## config.mk

```make
export PLATFORM = sky130hd
export DESIGN_NAME = pmsi_port_init
export DESIGN_NICKNAME = d
export VERILOG_FILES = /design/src/pmsi_pkg.sv /design/src/pmsi_regs.sv /design/src/pmsi_port_init.sv
export SDC_FILE = /design/constraint.sdc
export NUM_CORES = 1
export LEC_CHECK = 0
export BUFFER_PORTS_ARGS = -buffer_cell sky130_fd_sc_hd__buf_2
export CAP_MARGIN = 20
export CORE_ASPECT_RATIO = 0.7
export CORE_MARGIN = 5
export CORE_UTILIZATION = 40
export CTS_CLUSTER_SIZE = 8
export DETAILED_ROUTE_END_ITERATION = 8
export SLEW_MARGIN = 10
export SYNTH_ARGS = -nofsm -noshare
export SYNTH_HDL_FRONTEND = slang
export SYNTH_SLANG_ARGS = --single-unit
```

## constraint.sdc

```tcl
create_clock -name i_mclk -period 2.48 [get_ports i_mclk]
set_clock_uncertainty 0.1 [all_clocks]
set_input_delay 0.496 -clock i_mclk [delete_from_list [all_inputs] [get_ports i_mclk]]
set_output_delay 0.496 -clock i_mclk [all_outputs]
set_load 0.01 [all_outputs]
```

## src/pmsi_pkg.sv

```systemverilog
// package for port mode select and init block
package pmsi_pkg;
  localparam int          PMSI_REG_W      = 16;
  localparam logic [4:0]  PMSI_REG_CTRL   = 5'h00;
  localparam logic [4:0]  PMSI_REG_ADV    = 5'h04;
  localparam logic [4:0]  PMSI_REG_STAT   = 5'h01;
  // control register fields
  localparam int          PMSI_CTRL_SPEED = 13;
  localparam int          PMSI_CTRL_ANEN  = 12;
  localparam int          PMSI_CTRL_PDN   = 11;
  localparam int          PMSI_CTRL_DUP   = 8;
  // advertisement fields
  localparam int          PMSI_ADV_100FD  = 8;
  localparam int          PMSI_ADV_100HD  = 7;
  localparam int          PMSI_ADV_10FD   = 6;
  localparam int          PMSI_ADV_10HD   = 5;
  localparam logic [4:0]  PMSI_ADV_SEL    = 5'h01;
  // status: bit 0 manual mode, bit 1 in reset, bit 2 low power
  localparam int          PMSI_ST_MANUAL  = 0;
  localparam int          PMSI_ST_RESET   = 1;
  localparam int          PMSI_ST_LOWPWR  = 2;
  typedef enum logic [1:0] {
    PMSI_ST_HOLD = 2'b00,
    PMSI_ST_LOAD = 2'b01,
    PMSI_ST_RUN  = 2'b11,
    PMSI_ST_PDN  = 2'b10
  } pmsi_state_t;
endpackage

```

## src/pmsi_regs.sv

```systemverilog
// small register store with registered read data
`timescale 1ns/100ps
module pmsi_regs #(
  parameter int W = 16
) (
  input  wire logic         i_mclk,
  input  wire logic         i_rst,
  input  wire logic         i_load,
  input  wire logic [W-1:0] i_ctrl_def,
  input  wire logic [W-1:0] i_adv_def,
  input  wire logic         i_wr,
  input  wire logic         i_wsel_adv,
  input  wire logic [W-1:0] i_wdata,
  input  wire logic         i_rsel_adv,
  output logic      [W-1:0] o_rdata,
  output logic      [W-1:0] o_ctrl
);
  typedef struct packed {
    logic [W-1:0] ctrl;
    logic [W-1:0] adv;
    logic [W-1:0] rdata;
  } pmsi_mem_t;
  pmsi_mem_t s, next_s;
  always_comb begin
    next_s = s;
    if (i_load) begin
      next_s.ctrl = i_ctrl_def;
      next_s.adv  = i_adv_def;
    end else if (i_wr) begin
      if (i_wsel_adv) next_s.adv = i_wdata;
      else next_s.ctrl = i_wdata;
    end
    next_s.rdata = i_rsel_adv ? s.adv : s.ctrl;
  end
  always_ff @(posedge i_mclk) begin
    if (i_rst) s <= '0;
    else s <= next_s;
  end
  assign o_rdata = s.rdata;
  assign o_ctrl  = s.ctrl;
endmodule

```

## src/pmsi_port_init.sv

```systemverilog
// per-port mode select, strap latch and register guard
//
// Decided for this implementation: the address map and strobed register access.
`timescale 1ns/100ps
module pmsi_port_init (
  input  wire logic                    i_mclk,
  input  wire logic                    i_rst,
  input  wire logic                    i_reset_pin_n,
  input  wire logic                    i_low_power_request,
  input  wire logic                    i_mgmt_disable_select,
  input  wire logic                    i_fiber_media_select,
  input  wire logic                    i_autoneg_strap,
  input  wire logic                    i_speed_strap,
  input  wire logic                    i_duplex_strap,
  input  wire logic [4:0]              i_addr,
  input  wire logic [pmsi_pkg::PMSI_REG_W-1:0] i_wdata,
  input  wire logic                    i_wr,
  input  wire logic                    i_rd,
  output logic [pmsi_pkg::PMSI_REG_W-1:0] o_rdata,
  output logic                         o_manual_mode,
  output logic                         o_port_reset,
  output logic                         o_low_power,
  output logic [pmsi_pkg::PMSI_REG_W-1:0] o_ctrl
);
  import pmsi_pkg::*;
  localparam int PW = 7;
  typedef struct packed {
    logic [PW-1:0] s1;
    logic [PW-1:0] s2;
    logic [3:0]    strap;
    logic          manual;
    pmsi_state_t   st;
    logic          rd_q;
    logic          rd_stat;
    logic          rd_reg;
    logic [PMSI_REG_W-1:0] stat_q;
  } pmsi_port_t;
  pmsi_port_t s, next_s;
  logic [PMSI_REG_W-1:0] ctrl_def, adv_def, reg_rdata;
  logic rst_pin, pdn_pin, mdis_pin, load, wr_ok, in_reset;

  function automatic logic is_reg(input logic [4:0] a);
    return (a == PMSI_REG_CTRL) || (a == PMSI_REG_ADV);
  endfunction

  assign rst_pin  = s.s2[0];
  assign pdn_pin  = s.s2[1];
  assign mdis_pin = s.s2[2];
  assign in_reset = (s.st == PMSI_ST_HOLD) || (s.st == PMSI_ST_PDN);

  // defaults from latched straps: fiber, autoneg, speed, duplex
  always_comb begin
    ctrl_def = '0;
    adv_def  = '0;
    adv_def[4:0] = PMSI_ADV_SEL;
    ctrl_def[PMSI_CTRL_DUP] = s.strap[0];
    if (s.strap[3]) begin
      ctrl_def[PMSI_CTRL_ANEN]  = s.strap[2];
      ctrl_def[PMSI_CTRL_SPEED] = s.strap[1];
      if (s.strap[2]) begin
        // all high advertises everything; otherwise speed/duplex trim
        adv_def[PMSI_ADV_100FD] = s.strap[1];
        adv_def[PMSI_ADV_100HD] = s.strap[1] | ~s.strap[0];
        adv_def[PMSI_ADV_10FD]  = s.strap[0];
        adv_def[PMSI_ADV_10HD]  = ~(s.strap[1] & ~s.strap[0]);
      end
    end else begin
      ctrl_def[PMSI_CTRL_SPEED] = 1'b1; // fiber runs 100 only
    end
  end

  assign load  = (s.st == PMSI_ST_LOAD);
  // writes dropped silently in manual mode or while held in reset
  assign wr_ok = i_wr & is_reg(i_addr) & ~s.manual & (s.st == PMSI_ST_RUN);

  pmsi_regs #(
    .W (PMSI_REG_W)
  ) u_regs (
    .i_mclk     (i_mclk),
    .i_rst      (i_rst),
    .i_load     (load),
    .i_ctrl_def (ctrl_def),
    .i_adv_def  (adv_def),
    .i_wr       (wr_ok),
    .i_wsel_adv (i_addr == PMSI_REG_ADV),
    .i_wdata    (i_wdata),
    .i_rsel_adv (i_addr == PMSI_REG_ADV),
    .o_rdata    (reg_rdata),
    .o_ctrl     (o_ctrl)
  );

  always_comb begin
    next_s = s;
    // pins pass two flops before use
    next_s.s1 = {i_speed_strap, i_duplex_strap, i_fiber_media_select, i_autoneg_strap,
                 i_mgmt_disable_select, i_low_power_request, i_reset_pin_n};
    next_s.s2 = s.s1;
    next_s.rd_q = i_rd;
    next_s.rd_stat = i_addr == PMSI_REG_STAT;
    next_s.rd_reg  = is_reg(i_addr);
    next_s.stat_q = '0;
    next_s.stat_q[PMSI_ST_MANUAL] = s.manual;
    next_s.stat_q[PMSI_ST_RESET]  = in_reset;
    next_s.stat_q[PMSI_ST_LOWPWR] = (s.st == PMSI_ST_PDN);
    if (pdn_pin) begin
      next_s.st = PMSI_ST_PDN;
    end else if (!rst_pin) begin
      next_s.st = PMSI_ST_HOLD;
      // straps tracked all through reset, last value kept at release
      // strap order: fiber, autoneg, speed, duplex
      next_s.strap = {s.s2[4], s.s2[3], s.s2[6], s.s2[5]};
    end else begin
      case (s.st)
        PMSI_ST_HOLD: begin
          next_s.st = PMSI_ST_LOAD;
          next_s.manual = mdis_pin;
        end
        PMSI_ST_PDN: begin
          // leaving power-down also reloads, as a reset would
          next_s.st = PMSI_ST_LOAD;
          next_s.manual = mdis_pin;
          next_s.strap = {s.s2[4], s.s2[3], s.s2[6], s.s2[5]};
        end
        PMSI_ST_LOAD: next_s.st = PMSI_ST_RUN;
        PMSI_ST_RUN:  next_s.st = PMSI_ST_RUN;
        default:      next_s.st = PMSI_ST_HOLD;
      endcase
    end
  end

  always_ff @(posedge i_mclk) begin
    if (i_rst) begin
      s <= '0;
    end else begin
      s <= next_s;
    end
  end

  always_comb begin
    o_rdata = '0;
    // unmapped addresses read zero rather than aliasing the control word
    if (s.rd_q && s.rd_stat) o_rdata = s.stat_q;
    else if (s.rd_q && s.rd_reg) o_rdata = reg_rdata;
  end
  assign o_manual_mode = s.manual;
  assign o_port_reset  = in_reset;
  assign o_low_power   = (s.st == PMSI_ST_PDN);

  a_pdn_forces_lp: assert property (@(posedge i_mclk) disable iff (i_rst)
    pdn_pin |=> o_low_power && o_port_reset)
    else $error("power-down pin did not force low power");
  a_rst_holds: assert property (@(posedge i_mclk) disable iff (i_rst)
    (!rst_pin && !pdn_pin) |=> (s.st == PMSI_ST_HOLD))
    else $error("reset pin low did not hold reset");
  a_mode_high: assert property (@(posedge i_mclk) disable iff (i_rst)
    (s.st == PMSI_ST_HOLD && rst_pin && !pdn_pin && mdis_pin) |=> o_manual_mode)
    else $error("manual mode not entered");
  a_mode_low: assert property (@(posedge i_mclk) disable iff (i_rst)
    (s.st == PMSI_ST_HOLD && rst_pin && !pdn_pin && !mdis_pin) |=> !o_manual_mode)
    else $error("management mode not entered");
  a_manual_no_wr: assert property (@(posedge i_mclk) disable iff (i_rst)
    (s.manual && s.st == PMSI_ST_RUN && !pdn_pin && rst_pin) |=> $stable(o_ctrl))
    else $error("manual mode register changed by write");
  a_wr_takes: assert property (@(posedge i_mclk) disable iff (i_rst)
    wr_ok && i_addr == PMSI_REG_CTRL |=> o_ctrl == $past(i_wdata))
    else $error("management write not applied");
  a_load_defaults: assert property (@(posedge i_mclk) disable iff (i_rst)
    load |=> o_ctrl == $past(ctrl_def))
    else $error("defaults not loaded from straps");
  a_all_high_adv: assert property (@(posedge i_mclk) disable iff (i_rst)
    (s.strap == 4'hf) |-> ctrl_def[PMSI_CTRL_ANEN] && adv_def[8:5] == 4'hf)
    else $error("all-high straps wrong defaults");
  a_load_once: assert property (@(posedge i_mclk) disable iff (i_rst)
    load |=> !load)
    else $error("load lasted more than one cycle");
endmodule

```

* Word level (Yosys, flattened, before mapping)
Index checks and enable logic that the tools add are counted.
** Cells by class
- Eq/ne operators :: 7
- Muxes and demuxes :: 16
- Bitwise logic cells :: 11
- Reduce and logical (&&, ||, !) cells :: 18
** Operator list (number)
- $mux W16 :: 4
- $mux W30 :: 2
- $mux W4 :: 4
- $mux W14 :: 1
- $reduce_and A2 Y1 :: 5
- $not A1 Y1 :: 6
- $reduce_or A2 Y1 :: 3
- $eq A5 B1 Y1 const B :: 1
- $eq A5 B3 Y1 const B :: 1
- $logic_not A5 Y1 :: 1
- $and A1 B1 Y1 :: 4
- $eq A2 B2 Y1 const B :: 2
- $mux W2 :: 2
- $ne A2 B2 Y1 const B :: 2
- $pmux W2 S2 :: 1
- $reduce_bool A2 Y1 :: 2
- $reduce_and A3 Y1 :: 1
- $reduce_or A3 Y1 :: 1
- $eq A2 B1 Y1 const B :: 1
- $logic_and A1 B1 Y1 :: 2
- $logic_not A2 Y1 :: 1
- $logic_or A1 B1 Y1 :: 2
- $mux W1 :: 2
- $or A1 B1 Y1 :: 1
** Word-level totals
- Register bits after elaboration :: 88
- Bits of input ports :: 32

* Depth between registers and ports, before layout
- Depth after elaboration :: 7
- Gate-level depth with buffers :: 7
- Gate-level depth less buffers :: 4

* Cells and area by module
Synthesis repeated with hierarchy kept, for this count alone.
** Unflattened totals
- Cell total of the unflattened synthesis :: 382
- Area total of the unflattened synthesis :: 3569.7 um^2
** Modules (own cells, without submodules)
- pmsi_regs :: times used 1, cells each 269, area an instance 2504.9 um^2, sequential area each 960.9 um^2
- pmsi_port_init :: times used 1, cells each 113, area an instance 1064.8 um^2, sequential area each 540.5 um^2

* Least setup slack after synthesis
Ideal clock, no wire load.
- Path kind :: input -> register
- From :: input port i_addr[4]
- To :: register u_regs.s[18] in the netlist's numbering
- Arrival time :: 1908 ps
- Setup slack :: 344 ps
- Stages on the path :: 7
- Buffers on the path :: 3
- Cell sequence :: or4_4 -> buf_6 -> or3_1 -> clkbuf_2 -> buf_6 -> mux2i_1 -> nor2_1
** On the way
- Word-level cells in the longest chain between the ends :: 6
- Elaborated cells between the ends (all ways) :: 7
- Those cells by class :: eq/ne: 1; bitwise: 3; reduce/logical: 3
** RTL lines
- start: declaration :: RTL line pmsi_port_init.sv:15 : input wire logic [4:0] i_addr,
- $eq A5 B3 Y1 or $logic_not A5 Y1 (tied branches) :: RTL line pmsi_port_init.sv:43, pmsi_port_init.sv:85
- $logic_or A1 B1 Y1 :: RTL line pmsi_port_init.sv:43 : return (a == PMSI_REG_CTRL) || (a == PMSI_REG_ADV);
- $and A1 B1 Y1 (3 in series) :: RTL line pmsi_port_init.sv:74 : assign wr_ok = i_wr & is_reg(i_addr) & ~s.manual & (s.st == PMSI_ST_RUN);
- $reduce_and A2 Y1 (no line) (*)
- end signal: assignment :: RTL line pmsi_regs.sv:37 : else s <= next_s;
- end: declaration :: RTL line pmsi_regs.sv:23 : pmsi_mem_t s, next_s;
Mark *: on every way between the ends. The rest lies on a longest branch, timed or not.
A chain may end at the register's enable or synchronous reset.

* Worst setup path in the final report
- From :: input port i_addr[4]
- To :: register u_regs.s, in the netlist u_regs.o_ctrl[8]
** On the way
- Word-level cells in the longest chain between the ends :: 7
- Elaborated cells between the ends (all ways) :: 9
- Those cells by class :: eq/ne: 2; bitwise: 3; reduce/logical: 4
** RTL lines (RTL line)
- $eq A5 B3 Y1 or $logic_not A5 Y1 (tied branches) :: pmsi_port_init.sv:43, pmsi_port_init.sv:85
- $logic_or A1 B1 Y1 :: pmsi_port_init.sv:43
- $and A1 B1 Y1 (3 in series) :: pmsi_port_init.sv:74
- $reduce_bool A2 Y1 (no line)
- $reduce_and A2 Y1 (no line) (*)
Marked as above.

==> reports/metrics.csv <==
stage,metric,value,unit
route,post_drt_wl_per_cell,13.4,microns
yosys,syn_nets,360,
clocking,cts-htree-levels,3,
yosys,yosysSeqAreaShare,0.519,
grt,grt_antenna_before_repair,0,
timing,max_freq,0.513,GHz
timing,rsz0062_at_grt,no,
route,drc,0,
power_and_ir_drop,combPwrFrac,0.048,
clocking,clk_pin_slew_worst_paths,70,ps
grt,grt_pass1_wl,10500,microns
yosys,synth_top_area_frac,0.519,
critical_path,critPathCaptureType,flip-flop,
yosys,yosys_warnings,0,
timing,period_share,0.787,
grt,grt_pass1_vias,2174,
critical_path,critPathLaunchType,input port,
yosys,async_reset_ff_frac,0,
timing,relSlewSlack,0.576,
timing,setup_viol,0,
critical_path,critPathSlowestCell,or3_1,
route,ant_nets,0,
yosys,syn_inst,328,
critical_path,cp.arrival,2040,ps
yosys,ys_types,27,
clocking,post-cts-setup-buffers,0,
status,status,finished clean,
clocking,ctsHoldBuffers,0,
grt,grt_max_degree,30,
placement,port_buffers,66,
die,die-width,112,microns
die,die_y,81.1,microns
clocking,clkSinkCount,75,
worst_hold_path,hold_class,input port to flip-flop,
die,ios,67,
placement,place_hpwl,4320,microns
yosys,synth_edf_count,0,
yosys,syn-mean-instance-area,8.82,sq um
power_and_ir_drop,pwr-share-clk,0.369,
route,drt-pass1-iter-count,5,
yosys,synth_top_cell_by_area,dfxtp_1,
grt,track_usage,0.148,
critical_path,path_cells,buf_2 > or4_4 > or3_1 > nand2_1 > a311oi_1,
route,drt-vias-per-instance,4.68,
critical_path,crit_path_max_fanout,16,
cells_and_area,fin_nets,406,
timing,drv_slew,0,
route,wl_met3,377,microns
critical_path,crit_family,simple AND/OR/NAND/NOR gates,
timing,hold_viol_final,0,
power_and_ir_drop,vdd_drop_max,0.343,mV
yosys,yosys_register_bits,75,
route,route.met2.wl,2840,microns
critical_path,r2r_setup_slack,650,ps
route,drt_wl_total,6330,microns
critical_path,path_buf_inv,1,
route,num_vias,2213,
clocking,cts-root-buf,clkbuf_8,
die,core_region_area,6880,sq um
cells_and_area,synthToLayoutAreaGrowth,15.9,%
die,die-area,9060,sq um
yosys,synthFlopType,dfxtp_1,
clocking,cts_tree,done,
yosys,synth_area_leaders,"dfxtp_1 (52%), nand2_1 (8.8%), a21oi_1 (6.2%)",
critical_path,slowest_delay,590,ps
yosys,synth_most_common_cell,dfxtp_1,
die,row_count,25,
power_and_ir_drop,netSwitchingFraction,0.232,
cells_and_area,drive_gt1_frac,0.240,
route,wl_met1,3040,microns
yosys,yosys-top-cells-count,"dfxtp_1 (75), nand2_1 (68), a21oi_1 (36)",
power_and_ir_drop,p_leak,1.46,nW
route,routed.top_layer,met4,
power_and_ir_drop,power.sequential.fraction,0.583,
power_and_ir_drop,p_per_area,633,nW/um^2
timing,finalCriticalPeriod,1950,ps
route,drtIter0Drc,110,
yosys,syn-cell-area,2890,sq um
die,start_util,0.420,
clocking,cts-buffers-inserted,9,
cells_and_area,antenna_cells,0,
power_and_ir_drop,p_switching,492,uW
timing,fin_setup_tns,0,ps
power_and_ir_drop,p_int,1.63,mW
clocking,clk-insertion-delay-late,340,ps
cells_and_area,fin_util,0.487,
cells_and_area,fillers,694,
critical_path,required,2570,ps
clocking,cts.path.max_buffers,2,
run,cap_violations,0,
placement,gp_congestion,0.769,
grt,grt-ovfl-total,0,
critical_path,critPathKind,input port to flip-flop,
clocking,postCtsResizedCells,0,
timing,worst_pin_slew,636,ps
## power by group through the flow
stage / Clock [mW] / Combinational (mW) / Sequential [mW]
finish: 0.782 / 0.103 / 1.24
global route: 0.861 / 0.116 / 1.24
CTS: 0.812 / 0.104 / 1.24
detailed placement: 0 / 0.104 / 1.26
global placement: 0 / 0.102 / 1.26
floorplan: 0 / 0.0591 / 1.26
## cell type report
| type | count | area, sq um | share of cell area |
|---|---|---|---|
| tap | 94 | 118 | 0.0351 |
| timing repair buffer | 72 | 400 | 0.119 |
| inverter | 3 | 11.3 | 0.00336 |
| clock inverter | 5 | 30.0 | 0.00896 |
| clock buffer | 11 | 131 | 0.0392 |
| sequential | 75 | 1500 | 0.448 |
| multi-input combinational | 213 | 1160 | 0.346 |
## kinds of logic after synthesis
family / count (synthesis) / synth area share
compound gates: 50 / 0.106
buf+inv: 40 / 0.0801
flops: 75 / 0.519
mux: 16 / 0.0554
simple gates: 147 / 0.239
## path summary, 6_finish.rpt
path / start / endpoint / cells after the start
worst max-delay path: i_addr[4] / u_regs.o_ctrl[8] / 5
worst min-delay path: i_autoneg_strap / next_s[29] / 2
worst max register to register: s[19] / u_regs.o_ctrl[8] / 4
worst min register to register: next_s[29] / s[29] / 1
## registers in the layout (all words and copies together), names as in the netlist
name            flops
mdis_pin            1
u_regs.s           16
ctrl_def            1
o_manual_mode       1
u_regs.o_rdata     16
s                  15
rst_pin             1
pdn_pin             1
u_regs.o_ctrl      16
next_s              7
## layer usage
metal	vias to the layer above	GRT usage
li1	1142	-
met1	1008	0.184
met2	54	0.237
met3	9	0.0581
met4	0	0.0510
met5	-	0
## worst register-to-register path, delay by kind of cell (launching register included)
family | cells | cell delay, ps
simple gates | 3 | 1010
flops | 1 | 460
compound gates | 1 | 100
## layout by cell type, fill, tap and decap left out, types with 3 or more instances in the layout
cell type,n
mux2i_1,16
nand2b_1,4
buf_4,4
a311oi_1,3
buf_2,66
a22oi_1,5
a211oi_1,4
clkinv_2,3
nor2_1,28
clkbuf_8,9
dfxtp_1,75
a21oi_1,36
nor2b_1,22
nand2_1,68
nor3_1,3
inv_1,3
and2_1,14
## stage by stage
| stage | setup WS, ps | instances | hold WS, ps | power [mW] | instance area, sq um |
|---|---|---|---|---|---|
| floorplan | 344 | 328 | 314 | 1.32 | 2890 |
| global placement | 187 | 457 | 319 | 1.37 | 3190 |
| detailed placement | 150 | 457 | 323 | 1.37 | 3190 |
| CTS | 518 | 473 | 242 | 2.15 | 3350 |
| global route | 436 | 473 | 258 | 2.22 | 3350 |
| finish | 529 | 473 | 257 | 2.12 | 3350 |
No activity file was read; power rests on OpenSTA's default activity.
